--- config.mk ---
export PLATFORM = sky130hd
export DESIGN_NAME = rlg_reset_level_generator
export DESIGN_NICKNAME = d
export VERILOG_FILES = /design/src/verilog/rlg_pkg.sv /design/src/verilog/rlg_reset_level_generator.sv /design/src/verilog/rlg_debounce.sv
export SDC_FILE = /design/constraint.sdc
export NUM_CORES = 1
export LEC_CHECK = 0
export BUFFER_PORTS_ARGS = -buffer_cell sky130_fd_sc_hd__buf_2
export CORE_ASPECT_RATIO = 0.75
export CORE_UTILIZATION = 59
export CTS_CLUSTER_DIAMETER = 80
export DETAILED_ROUTE_END_ITERATION = 6
export PLACE_DENSITY_LB_ADDON = 0.25
export SKIP_CTS_REPAIR_TIMING = 1
export SLEW_MARGIN = 40
export SYNTH_ARGS = -nofsm -noshare
export SYNTH_HDL_FRONTEND = slang
export SYNTH_HIERARCHICAL = 1
export SYNTH_SLANG_ARGS = --single-unit
--- constraint.sdc ---
create_clock -name core_clk -period 2.7 [get_ports core_clk]
set_input_delay 0.405 -clock core_clk [delete_from_list [all_inputs] [get_ports core_clk]]
set_output_delay 0.405 -clock core_clk [all_outputs]
set_load 0.01 [all_outputs]
--- src/verilog/rlg_pkg.sv ---
package rlg_pkg;

  // Register map (word addresses on the plain register port)
  localparam logic [3:0] ADDR_CAUSE = 4'h0;
  localparam logic [3:0] ADDR_SHALLOW = 4'h1;
  localparam logic [3:0] ADDR_DEEP = 4'h2;
  localparam logic [3:0] ADDR_CTRL = 4'h3;
  localparam logic [3:0] ADDR_LEVEL = 4'h4;

  // Cause status bit positions
  localparam int CAUSE_PIN = 0;
  localparam int CAUSE_POWER_ON = 1;
  localparam int CAUSE_BROWNOUT = 2;
  localparam int CAUSE_SW_SHALLOW = 3;
  localparam int CAUSE_SW_DEEP = 4;
  localparam int CAUSE_DEBUG = 5;
  localparam int CAUSE_SYSREQ = 6;
  localparam int CAUSE_WATCHDOG = 7;
  localparam int CAUSE_W = 8;
  localparam logic [7:0] CAUSE_RESET = 8'h00;

  // Control register bit positions
  localparam int CTRL_WDT_EN = 0;
  localparam logic [7:0] CTRL_RESET = 8'h01;

  localparam logic [7:0] DEEP_KEY = 8'h1b;
  localparam logic [7:0] SHALLOW_KEY = 8'h01;

  // Timing
  localparam int CLK_MHZ = 250;
  localparam int DEBOUNCE_NS = 1000;
  localparam int DEBOUNCE_CYC = DEBOUNCE_NS * CLK_MHZ / 1000;
  localparam int ANALOG_INIT_NS = 2000;
  localparam int ANALOG_INIT_CYC = (ANALOG_INIT_NS * CLK_MHZ + 999) / 1000;
  localparam int HOLD_NS = 400;
  localparam int HOLD_CYC = (HOLD_NS * CLK_MHZ + 999) / 1000;
  localparam int CNT_W = 12;

  // Reset depth levels, shallow to deep
  typedef enum logic [2:0]
  {
    RLG_LVL_NONE = 3'b000,
    RLG_LVL_SYS = 3'b001,
    RLG_LVL_SHALLOW = 3'b010,
    RLG_LVL_DEEP = 3'b011,
    RLG_LVL_ANALOG = 3'b100
  } rlg_level_t;

  typedef enum logic [1:0]
  {
    RLG_ST_ANALOG_INIT = 2'b00,
    RLG_ST_RUN = 2'b01,
    RLG_ST_HOLD = 2'b10
  } rlg_state_t;

endpackage : rlg_pkg

--- src/verilog/rlg_reset_level_generator.sv ---
// What this block does
// Takes resets from pin, power-on, brown-out, software, debugger, processor, watchdog.
// Records the source of the latest reset in a readable cause register.
// Drives active-low system reset whenever any unmasked input requests one; watchdog only while its control enable is set.
// Deeper levels clear cumulatively more: core, debug, clocking, then timers.
// Processor warm reset request gives only the shallowest system level.
// Pin, watchdog, debugger and cold resets give the shallow power-on level.
// Shallow power-on level only forces processor clock selection to 96 MHz.
// Deep software reset reloads oscillator select and resets clock registers.
// Deep software reset is deepest digital level and reloads stored config.
// Analog level comes only from supply below power-on threshold.
// Outside parts may drive the pin low or leave it floating.
// External reset pin is debounced so glitches never reset.
// External pin reset can never be masked.
// Brown-out actively pulls the external reset pin low.
// System reset held while supply is below rising threshold.
// At power-up analog circuits initialize before system reset releases.
// System reset re-asserts at once when supply falls below threshold.
// Power-on reset cannot be masked.
// Writing 0x1B to the deep software reset register starts deep reset.
// Low brown-out threshold always resets, never disabled.
// Write to shallow software reset register gives shallow power-on level.
// System reset release is synchronous to the system clock.
// Cause status survives reset; cleared by analog level or software.
`timescale 1ns/1ps
`default_nettype none
module rlg_reset_level_generator
(
  input wire logic core_clk,
  input wire logic arst_n,
  input wire logic clk_en,
  input wire logic power_on_reset_n,
  input wire logic low_brownout_threshold,
  input wire logic external_reset_pin_n,
  output logic external_reset_pin_out,
  output logic external_reset_pin_oe,
  input wire logic debug_reset_req,
  input wire logic processor_system_reset_request,
  input wire logic processor_cold_reset_req,
  input wire logic watchdog_expired,
  input wire logic [3:0] reg_addr,
  input wire logic [7:0] reg_wdata,
  input wire logic reg_wr,
  input wire logic reg_rd,
  output logic [7:0] reg_rdata,
  output logic system_reset_n,
  output logic debug_reset_n,
  output logic clock_generator_reset_n,
  output logic rtc_timer_reset_n,
  output logic config_reload,
  output logic oscillator_select_reload,
  output logic cpu_clock_force_96mhz,
  output logic analog_init_active
);

  ////////////////////////////////////////////////////////////////////////////
  // Input synchronisers

  logic por_s1;
  logic por_s2;
  logic bod_s1;
  logic bod_s2;
  logic dbg_s1;
  logic dbg_s2;
  logic sys_s1;
  logic sys_s2;
  logic cold_s1;
  logic cold_s2;
  logic wdt_s1;
  logic wdt_s2;
  logic pin_clean_n;

  always_ff @(posedge core_clk or negedge arst_n)
  begin
    if (!arst_n)
    begin
      por_s1 <= 1'b0;
      por_s2 <= 1'b0;
      bod_s1 <= 1'b0;
      bod_s2 <= 1'b0;
      dbg_s1 <= 1'b0;
      dbg_s2 <= 1'b0;
      sys_s1 <= 1'b0;
      sys_s2 <= 1'b0;
      cold_s1 <= 1'b0;
      cold_s2 <= 1'b0;
      wdt_s1 <= 1'b0;
      wdt_s2 <= 1'b0;
    end
    else if (clk_en)
    begin
      por_s1 <= power_on_reset_n;
      por_s2 <= por_s1;
      bod_s1 <= low_brownout_threshold;
      bod_s2 <= bod_s1;
      dbg_s1 <= debug_reset_req;
      dbg_s2 <= dbg_s1;
      sys_s1 <= processor_system_reset_request;
      sys_s2 <= sys_s1;
      cold_s1 <= processor_cold_reset_req;
      cold_s2 <= cold_s1;
      wdt_s1 <= watchdog_expired;
      wdt_s2 <= wdt_s1;
    end
  end

  rlg_debounce u_pin_debounce
  (
    .core_clk(core_clk),
    .arst_n(arst_n),
    .clk_en(clk_en),
    .raw_n(external_reset_pin_n),
    .clean_n(pin_clean_n)
  );

  // Pull-down on the pad during brown-out; pad is open-drain
  assign external_reset_pin_out = 1'b0;
  assign external_reset_pin_oe = bod_s2;

  ////////////////////////////////////////////////////////////////////////////
  // Registers

  logic [7:0] reset_cause_status;
  logic [7:0] ctrl;
  logic sw_shallow_req;
  logic sw_deep_req;
  logic wr_cause;
  logic wr_ctrl;

  assign wr_cause = clk_en && reg_wr && reg_addr == rlg_pkg::ADDR_CAUSE;
  assign wr_ctrl = clk_en && reg_wr && reg_addr == rlg_pkg::ADDR_CTRL;

  // Single-cycle software requests
  always_ff @(posedge core_clk or negedge arst_n)
  begin
    if (!arst_n)
    begin
      sw_shallow_req <= 1'b0;
      sw_deep_req <= 1'b0;
    end
    else if (clk_en)
    begin
      sw_shallow_req <= reg_wr && reg_addr == rlg_pkg::ADDR_SHALLOW;
      sw_deep_req <= reg_wr && reg_addr == rlg_pkg::ADDR_DEEP && reg_wdata == rlg_pkg::DEEP_KEY;
    end
  end

  ////////////////////////////////////////////////////////////////////////////
  // Level arbitration

  rlg_pkg::rlg_level_t req_level;
  logic [7:0] req_cause;
  logic wdt_req;

  // Watchdog reset is the one maskable source
  assign wdt_req = wdt_s2 && ctrl[rlg_pkg::CTRL_WDT_EN];

  always_comb
  begin
    req_level = rlg_pkg::RLG_LVL_NONE;
    req_cause = 8'h00;
    if (sys_s2)
    begin
      req_level = rlg_pkg::RLG_LVL_SYS;
      req_cause[rlg_pkg::CAUSE_SYSREQ] = 1'b1;
    end
    if (!pin_clean_n || wdt_req || dbg_s2 || cold_s2 || sw_shallow_req)
    begin
      req_level = rlg_pkg::RLG_LVL_SHALLOW;
      req_cause[rlg_pkg::CAUSE_PIN] = !pin_clean_n;
      req_cause[rlg_pkg::CAUSE_WATCHDOG] = wdt_req;
      req_cause[rlg_pkg::CAUSE_DEBUG] = dbg_s2;
      req_cause[rlg_pkg::CAUSE_SYSREQ] = req_cause[rlg_pkg::CAUSE_SYSREQ] | cold_s2;
      req_cause[rlg_pkg::CAUSE_SW_SHALLOW] = sw_shallow_req;
    end
    if (bod_s2)
    begin
      req_level = rlg_pkg::RLG_LVL_SHALLOW;
      req_cause[rlg_pkg::CAUSE_BROWNOUT] = 1'b1;
    end
    if (sw_deep_req)
    begin
      req_level = rlg_pkg::RLG_LVL_DEEP;
      req_cause[rlg_pkg::CAUSE_SW_DEEP] = 1'b1;
    end
    if (!por_s2)
    begin
      req_level = rlg_pkg::RLG_LVL_ANALOG;
      req_cause = 8'h00;
      req_cause[rlg_pkg::CAUSE_POWER_ON] = 1'b1;
    end
  end

  ////////////////////////////////////////////////////////////////////////////
  // Sequencer

  rlg_pkg::rlg_state_t state;
  rlg_pkg::rlg_level_t level;
  logic [rlg_pkg::CNT_W-1:0] count;
  logic [7:0] pending_cause;

  always_ff @(posedge core_clk or negedge arst_n)
  begin
    if (!arst_n)
    begin
      state <= rlg_pkg::RLG_ST_ANALOG_INIT;
      level <= rlg_pkg::RLG_LVL_ANALOG;
      count <= '0;
    end
    else if (clk_en)
    begin
      if (!por_s2)
      begin
        state <= rlg_pkg::RLG_ST_ANALOG_INIT;
        level <= rlg_pkg::RLG_LVL_ANALOG;
        count <= '0;
      end
      else
      begin
        case (state)
          rlg_pkg::RLG_ST_ANALOG_INIT:
          begin
            if (count == rlg_pkg::CNT_W'(rlg_pkg::ANALOG_INIT_CYC - 1))
            begin
              state <= rlg_pkg::RLG_ST_HOLD;
              count <= '0;
            end
            else
              count <= count + 1'b1;
          end
          rlg_pkg::RLG_ST_RUN:
          begin
            if (req_level != rlg_pkg::RLG_LVL_NONE)
            begin
              state <= rlg_pkg::RLG_ST_HOLD;
              level <= req_level;
              count <= '0;
            end
          end
          rlg_pkg::RLG_ST_HOLD:
          begin
            if (req_level > level)
              level <= req_level;
            if (req_level != rlg_pkg::RLG_LVL_NONE)
              count <= '0;
            else if (count == rlg_pkg::CNT_W'(rlg_pkg::HOLD_CYC - 1))
            begin
              state <= rlg_pkg::RLG_ST_RUN;
              level <= rlg_pkg::RLG_LVL_NONE;
              count <= '0;
            end
            else
              count <= count + 1'b1;
          end
          default:
          begin
            state <= rlg_pkg::RLG_ST_HOLD;
            count <= '0;
          end
        endcase
      end
    end
  end

  // Cause of the reset in progress, committed as the reset starts
  always_ff @(posedge core_clk or negedge arst_n)
  begin
    if (!arst_n)
      pending_cause <= 8'h00;
    else if (clk_en)
    begin
      if (state == rlg_pkg::RLG_ST_RUN && req_level != rlg_pkg::RLG_LVL_NONE)
        pending_cause <= req_cause;
      else if (state == rlg_pkg::RLG_ST_HOLD)
        pending_cause <= pending_cause | req_cause;
      else if (!por_s2)
        pending_cause <= req_cause;
    end
  end

  // Survives every level but analog; hardware set wins over software clear
  always_ff @(posedge core_clk or negedge arst_n)
  begin
    if (!arst_n)
      reset_cause_status <= rlg_pkg::CAUSE_RESET;
    else if (clk_en)
    begin
      if (!por_s2)
        reset_cause_status <= req_cause;
      else if (state == rlg_pkg::RLG_ST_RUN && req_level != rlg_pkg::RLG_LVL_NONE)
        reset_cause_status <= req_cause;
      else if (state == rlg_pkg::RLG_ST_HOLD)
        reset_cause_status <= pending_cause | req_cause;
      else if (wr_cause)
        reset_cause_status <= reset_cause_status & ~reg_wdata;
    end
  end

  // Control survives shallow levels, restored by deep and analog
  always_ff @(posedge core_clk or negedge arst_n)
  begin
    if (!arst_n)
      ctrl <= rlg_pkg::CTRL_RESET;
    else if (clk_en)
    begin
      if (level >= rlg_pkg::RLG_LVL_DEEP)
        ctrl <= rlg_pkg::CTRL_RESET;
      else if (wr_ctrl)
        ctrl <= reg_wdata;
    end
  end

  ////////////////////////////////////////////////////////////////////////////
  // Outputs, registered so all domains release on one edge

  always_ff @(posedge core_clk or negedge arst_n)
  begin
    if (!arst_n)
    begin
      system_reset_n <= 1'b0;
      debug_reset_n <= 1'b0;
      clock_generator_reset_n <= 1'b0;
      rtc_timer_reset_n <= 1'b0;
      config_reload <= 1'b0;
      oscillator_select_reload <= 1'b0;
      cpu_clock_force_96mhz <= 1'b0;
      analog_init_active <= 1'b1;
    end
    else if (clk_en)
    begin
      system_reset_n <= !(level >= rlg_pkg::RLG_LVL_SYS);
      debug_reset_n <= !(level >= rlg_pkg::RLG_LVL_SHALLOW);
      clock_generator_reset_n <= !(level >= rlg_pkg::RLG_LVL_DEEP);
      rtc_timer_reset_n <= !(level >= rlg_pkg::RLG_LVL_ANALOG);
      config_reload <= level >= rlg_pkg::RLG_LVL_DEEP;
      oscillator_select_reload <= level >= rlg_pkg::RLG_LVL_DEEP;
      cpu_clock_force_96mhz <= level == rlg_pkg::RLG_LVL_SHALLOW;
      analog_init_active <= state == rlg_pkg::RLG_ST_ANALOG_INIT;
    end
  end

  ////////////////////////////////////////////////////////////////////////////
  // Register read port

  always_ff @(posedge core_clk or negedge arst_n)
  begin
    if (!arst_n)
      reg_rdata <= 8'h00;
    else if (clk_en)
    begin
      if (reg_rd)
      begin
        case (reg_addr)
          rlg_pkg::ADDR_CAUSE: reg_rdata <= reset_cause_status;
          rlg_pkg::ADDR_CTRL: reg_rdata <= ctrl;
          rlg_pkg::ADDR_LEVEL: reg_rdata <= {5'h00, level};
          default: reg_rdata <= 8'h00;
        endcase
      end
      else
        reg_rdata <= 8'h00;
    end
  end

endmodule : rlg_reset_level_generator
`default_nettype wire

--- src/verilog/rlg_debounce.sv ---
`timescale 1ns/1ps
`default_nettype none
module rlg_debounce
(
  input wire logic core_clk,
  input wire logic arst_n,
  input wire logic clk_en,
  input wire logic raw_n,
  output logic clean_n
);

  logic sync1;
  logic sync2;
  logic [rlg_pkg::CNT_W-1:0] count;

  // Two-stage synchroniser on the pad
  always_ff @(posedge core_clk or negedge arst_n)
  begin
    if (!arst_n)
    begin
      sync1 <= 1'b1;
      sync2 <= 1'b1;
    end
    else if (clk_en)
    begin
      sync1 <= raw_n;
      sync2 <= sync1;
    end
  end

  // Output follows only a level stable for the whole window
  always_ff @(posedge core_clk or negedge arst_n)
  begin
    if (!arst_n)
    begin
      count <= '0;
      clean_n <= 1'b1;
    end
    else if (clk_en)
    begin
      if (sync2 == clean_n)
        count <= '0;
      else if (count == rlg_pkg::CNT_W'(rlg_pkg::DEBOUNCE_CYC - 1))
      begin
        count <= '0;
        clean_n <= sync2;
      end
      else
        count <= count + 1'b1;
    end
  end

endmodule : rlg_debounce
`default_nettype wire

* After elaboration in Yosys (flattened, before gate mapping) *
Cells that the tools add are included.

cells by class
  bitwise operators = 5
  reduce and logical (&&, ||, !) cells = 28
  multiplexer cells = 43
  $lt $le $gt $ge = 5
  add/subtract/negate cells = 2
  eq/ne operators = 19

operators with widths
  kind                                                                   number
  8-bit two-way mux                                                      11
  12-bit two-way mux                                                     7
  12-bit one-hot mux with 3 select lines                                 1
  3-bit two-way mux                                                      10
  12-bit by 1-bit adder with 12-bit output, second input constant        2
  8-bit one-hot mux with 3 select lines                                  1
  12-bit by 7-bit == test with 1-bit output, second input constant       1
  12-bit by 8-bit == test with 1-bit output, second input constant       1
  12-bit by 9-bit == test with 1-bit output, second input constant       1
  2-bit two-way mux                                                      5
  3-bit != test, second input constant                                   3
  8-bit AND                                                              1
  4-bit by 2-bit == test with 1-bit output, second input constant        2
  8-bit by 5-bit == test with 1-bit output, second input constant        1
  1-bit logical AND                                                      8
  8-bit inverter                                                         1
  8-bit OR                                                               1
  2-bit AND reduction                                                    4
  3-bit by 2-bit >= comparator with 1-bit output, second input constant  2
  1-bit two-way mux                                                      6
  3-bit by 1-bit != test with 1-bit output, second input constant        2
  2-bit one-hot mux with 3 select lines                                  1
  3-bit one-hot mux with 2 select lines                                  1
  3-bit AND reduction                                                    2
  other kinds (20)                                                       27

storage, ports and cells
  register bits after elaboration = 85
  word-level logic and storage cells = 134
  output and inout port bits = 18

* Depth between registers and ports, before layout *
  depth after elaboration = 15
  depth in mapped cells = 10

* Cells and area by module *
The synthesis kept the hierarchy.

by module, submodules not included
  module                     times used  area an instance (um2)  seq. area each (um2)  cells an instance
  rlg_reset_level_generator  1           3539.6                  1755.4                341
  rlg_debounce               1           862.1                   379.1                 84

* Least setup slack after synthesis *
OpenSTA, ideal clock, no wires.

  path type = register to register
  start = register u_pin_debounce.clean_n
  end = register state[1]
  data required time = 2.578 ns
  arrival time = 2.138 ns
  clock period less this slack = 2.260 ns
  buffers on the path = 1
  path slack = 0.440 ns
  stages on the path, launching flop included = 7
  setup time = 0.122 ns
  cell sequence = dfstp_2 > or4b_1 > or4_1 > buf_2 > or3_1 > nand3_1 > o2bb2ai_1

on the way
  longest elaborated chain between the ends = 12
  elaborated cells on any way between the ends = 13

ends and longest elaborated chain
  what                                                                                        RTL line                                                            RTL
  start: declaration                                                                          rlg_debounce.sv:9                                                   output logic clean_n
  start signal: assignment                                                                    rlg_debounce.sv:46                                                  clean_n <= sync2;
  1-bit zero test (*)                                                                         rlg_reset_level_generator.sv:167                                    if (!pin_clean_n || wdt_req || dbg_s2 || cold_s2 || sw_shallow_req)
  1-bit logical OR (*) (4 in a row)                                                           rlg_reset_level_generator.sv:167
  3-bit two-way mux (*)                                                                       rlg_reset_level_generator.sv:167
  3-bit two-way mux (*)                                                                       rlg_reset_level_generator.sv:176                                    if (bod_s2)
  3-bit two-way mux (*)                                                                       rlg_reset_level_generator.sv:181                                    if (sw_deep_req)
  3-bit two-way mux (*)                                                                       rlg_reset_level_generator.sv:186                                    if (!por_s2)
  3-bit nonzero test (*)                                                                      rlg_reset_level_generator.sv:233, rlg_reset_level_generator.sv:244
  3-bit != test (no source line) or 3-bit by 2-bit != test with 1-bit output (tied branches)  n/a
  5-bit AND reduction (no source line) (*)                                                    n/a
  end signal: assignment                                                                      rlg_reset_level_generator.sv:235                                    state <= rlg_pkg::RLG_ST_HOLD;
  end signal: assignment                                                                      rlg_reset_level_generator.sv:248                                    state <= rlg_pkg::RLG_ST_RUN;
  end signal: assignment                                                                      rlg_reset_level_generator.sv:257                                    state <= rlg_pkg::RLG_ST_HOLD;
  end: declaration                                                                            rlg_reset_level_generator.sv:197                                    rlg_pkg::rlg_state_t state;

Every way passes the cells marked *; elsewhere a longest branch is shown, timed or not.
A chain may end at the register's enable or synchronous reset.

* Final worst setup path *
  start = register u_pin_debounce.clean_n
  end = register state[0]

Same word-level chain as after synthesis.

==> metrics <==
synth unique cells 64; Metal-1 WL 4920 um; GRT Overall Usage 28.3%; clock-pin slew on the worst setup and hold paths 0.09 ns; layout cells sized above 1 22.6%; setup_tns 0 ns; asr flop ratio synth 100%; fin crit period 2.47 ns; Top FF cell, synth dfrtp_1; metal2 WL 4270 um; worst skew pair latency 0.36 ns; Mapped Nets 455; VDD IR max 0.000487 V; DR iter-0 viols 272; P_sw 0.857 mW; post-route ant nets 0; post-route clock skew 0.00942 ns; drt total wl 10200 um; fin nets 502; Max Fclk 405 MHz; number of flops mapped to enable cells by yosys 0; number of max-cap violations 0; wire per inst 17.8 um; Yosys warning total 6; die area 7810 um^2; Placed Cells incl. Taps 559; CTS tree built; synthesized flop and latch total 85; Final Cell Area 5010 um^2; Clock power frac 35.4%; Clock Tree Root clkbuf_8; Mapped Cells 425; Met3 Routed Length 915 um; Yosys top cell area share 44.9%; Switching Fraction 28.9%; combinational power share 15.5%; final hold vios 0; sequential area share after synthesis 48.5%; Commonest cells post-synth dfrtp_1, nand2_1, nor2_1; initial antenna violation count 0; CTS buffer count 9; Via Count 3659; Initial Util 62.9%; Port-buffer cells 40; io pins 42; Vias per Instance 6.36; # clock sinks 85; Die W 102 um; htree depth 3; Worst slew margin 48.6%; total congestion overflow 0; count leader, synth dfrtp_1; vias in the first global route 3422; Cell Rows 26; placed inst area 4760 um^2; core area 6990 um^2; Top Metal Used met4; first-pass GRT wire length 16900 um; Power Density 591 nW/um^2; Pre-Repair DR Iteration Count 5; unrepaired setup endpoints after global routing false; status finished clean; Pint 2.10 mW; synthesized area 4400 um^2; Worst Tran Pin Value 0.761 ns; post-DP HPWL 7230 um; Post-route DRC 0; sequential share of power 49.1%; crit path max fanout 6; Crit path arrival time 2.74 ns; Hold Path Class in2async; Die Ht 76.8 um; cell taking the most area after synthesis dfrtp_1; Syn-to-layout area delta 13.8%; Required @ worst endpoint 2.97 ns; Startpoint Class register; clk buf depth 2; Non-Filler Instances 575; final clock period utilization by the worst path 91.5%; routability cong. 0.925; top cells by area, synth dfrtp_1, mux2_2, nand2_1; Lkg Pwr 2.12 nW; antenna cell count 0; syn avg cell area 10.4 um^2; largest net degree at the start of global routing 49; Pins Over Slew Limit 0; Final Setup Violations 0; worst setup path class reg2reg; crit end category register
[cells by family (layout without fill, tap and decap cells)]
logic type / Yosys count / count (layout) / share of synthesized area (%)
other: 1 / 1 / 0.0852
muxes: 23 / 23 / 5.83
and+or+nand+nor: 151 / 151 / 18.9
AOI/OAI and AO/OA: 113 / 113 / 19.2
buffers and inverters: 34 / 86 / 3.38
xor gates and xnor gates: 12 / 12 / 2.39
DFF: 85 / 85 / 48.5
adders and majority gates: 6 / 6 / 1.71
[cells in the final DEF, fill, tap and decap left out, drive strengths merged, types with 11 or more instances in the layout]
cell type / netlist / final
a22o: 14 / 14
mux2: 18 / 18
buf: 6 / 56
nand3: 11 / 11
a21oi: 13 / 13
nand2: 45 / 45
dfrtp: 79 / 79
o2bb2ai: 11 / 11
inv: 13 / 17
o21ai: 21 / 21
nor2: 24 / 24
[worst max-delay path, stage by stage, from the launching register on]
cell     delay, ns
dfstp_2       0.59
or4b_1        0.49
or4_1         0.62
or3_1         0.46
o31ai_2       0.22
[power groups by stage]
stage / Combinational [mW] / Sequential, mW / Clock, mW
6_report: 0.458 / 1.45 / 1.05
5_1_grt: 0.506 / 1.47 / 1.12
4_1_cts: 0.454 / 1.45 / 1.07
3_5_place_dp: 0.450 / 1.48 / 0
3_3_place_gp: 0.436 / 1.47 / 0
2_1_floorplan: 0.282 / 1.46 / 0
[worst paths after layout]
path                                         from                   end  slack [ns]  cells past startpoint
max                        u_pin_debounce/clean_n              state[0]        0.23                      4
min                                        arst_n              level[1]        0.01                      1
max reg2reg                u_pin_debounce/clean_n              state[0]        0.23                      4
min reg2reg                        system_reset_n        system_reset_n        0.48                      2
max in group asynchronous                  arst_n  u_pin_debounce/sync2        2.02                      2
min in group core_clk            watchdog_expired                wdt_s1        0.27                      2
[final cells by class]
type	count	area (um^2)
clock buffer	9	124
clock inverter	7	114
fill	539	1980
inverter	14	52.6
multi-input combinational	306	2130
sequential	85	2130
tap	98	123
timing repair buffer	56	335
[through the flow]
stage | utilization, % | setup WS, ns | hold WS (ns) | power, mW
CTS | 71.5 | 0.175 | 0.00843 | 2.98
global route | 71.6 | 0.0995 | 0.0251 | 3.09
floorplan | - | 0.440 | 0.109 | 1.74
detailed placement | 68.1 | 0.191 | 0.411 | 1.93
finish | 71.6 | 0.229 | 0.0107 | 2.96
global placement | 68.1 | 0.301 | 0.408 | 1.91
[state kept, by name, summed over array words and instances (netlist names), 2 cells and up]
register / flops
count: 12
u_pin_debounce/count: 12
ctrl: 8
pending_cause: 8
reg_rdata: 8
reset_cause_status: 8
level: 3
state: 2
[layer usage]
metal / global-route usage (%) / vias to the layer above
li1: - / 1696
met1: 43.3 / 1784
met2: 38.4 / 162
met3: 8.30 / 17
met4: 8.12 / 0
met5: 0 / -
(Power assumes the default switching activity.)
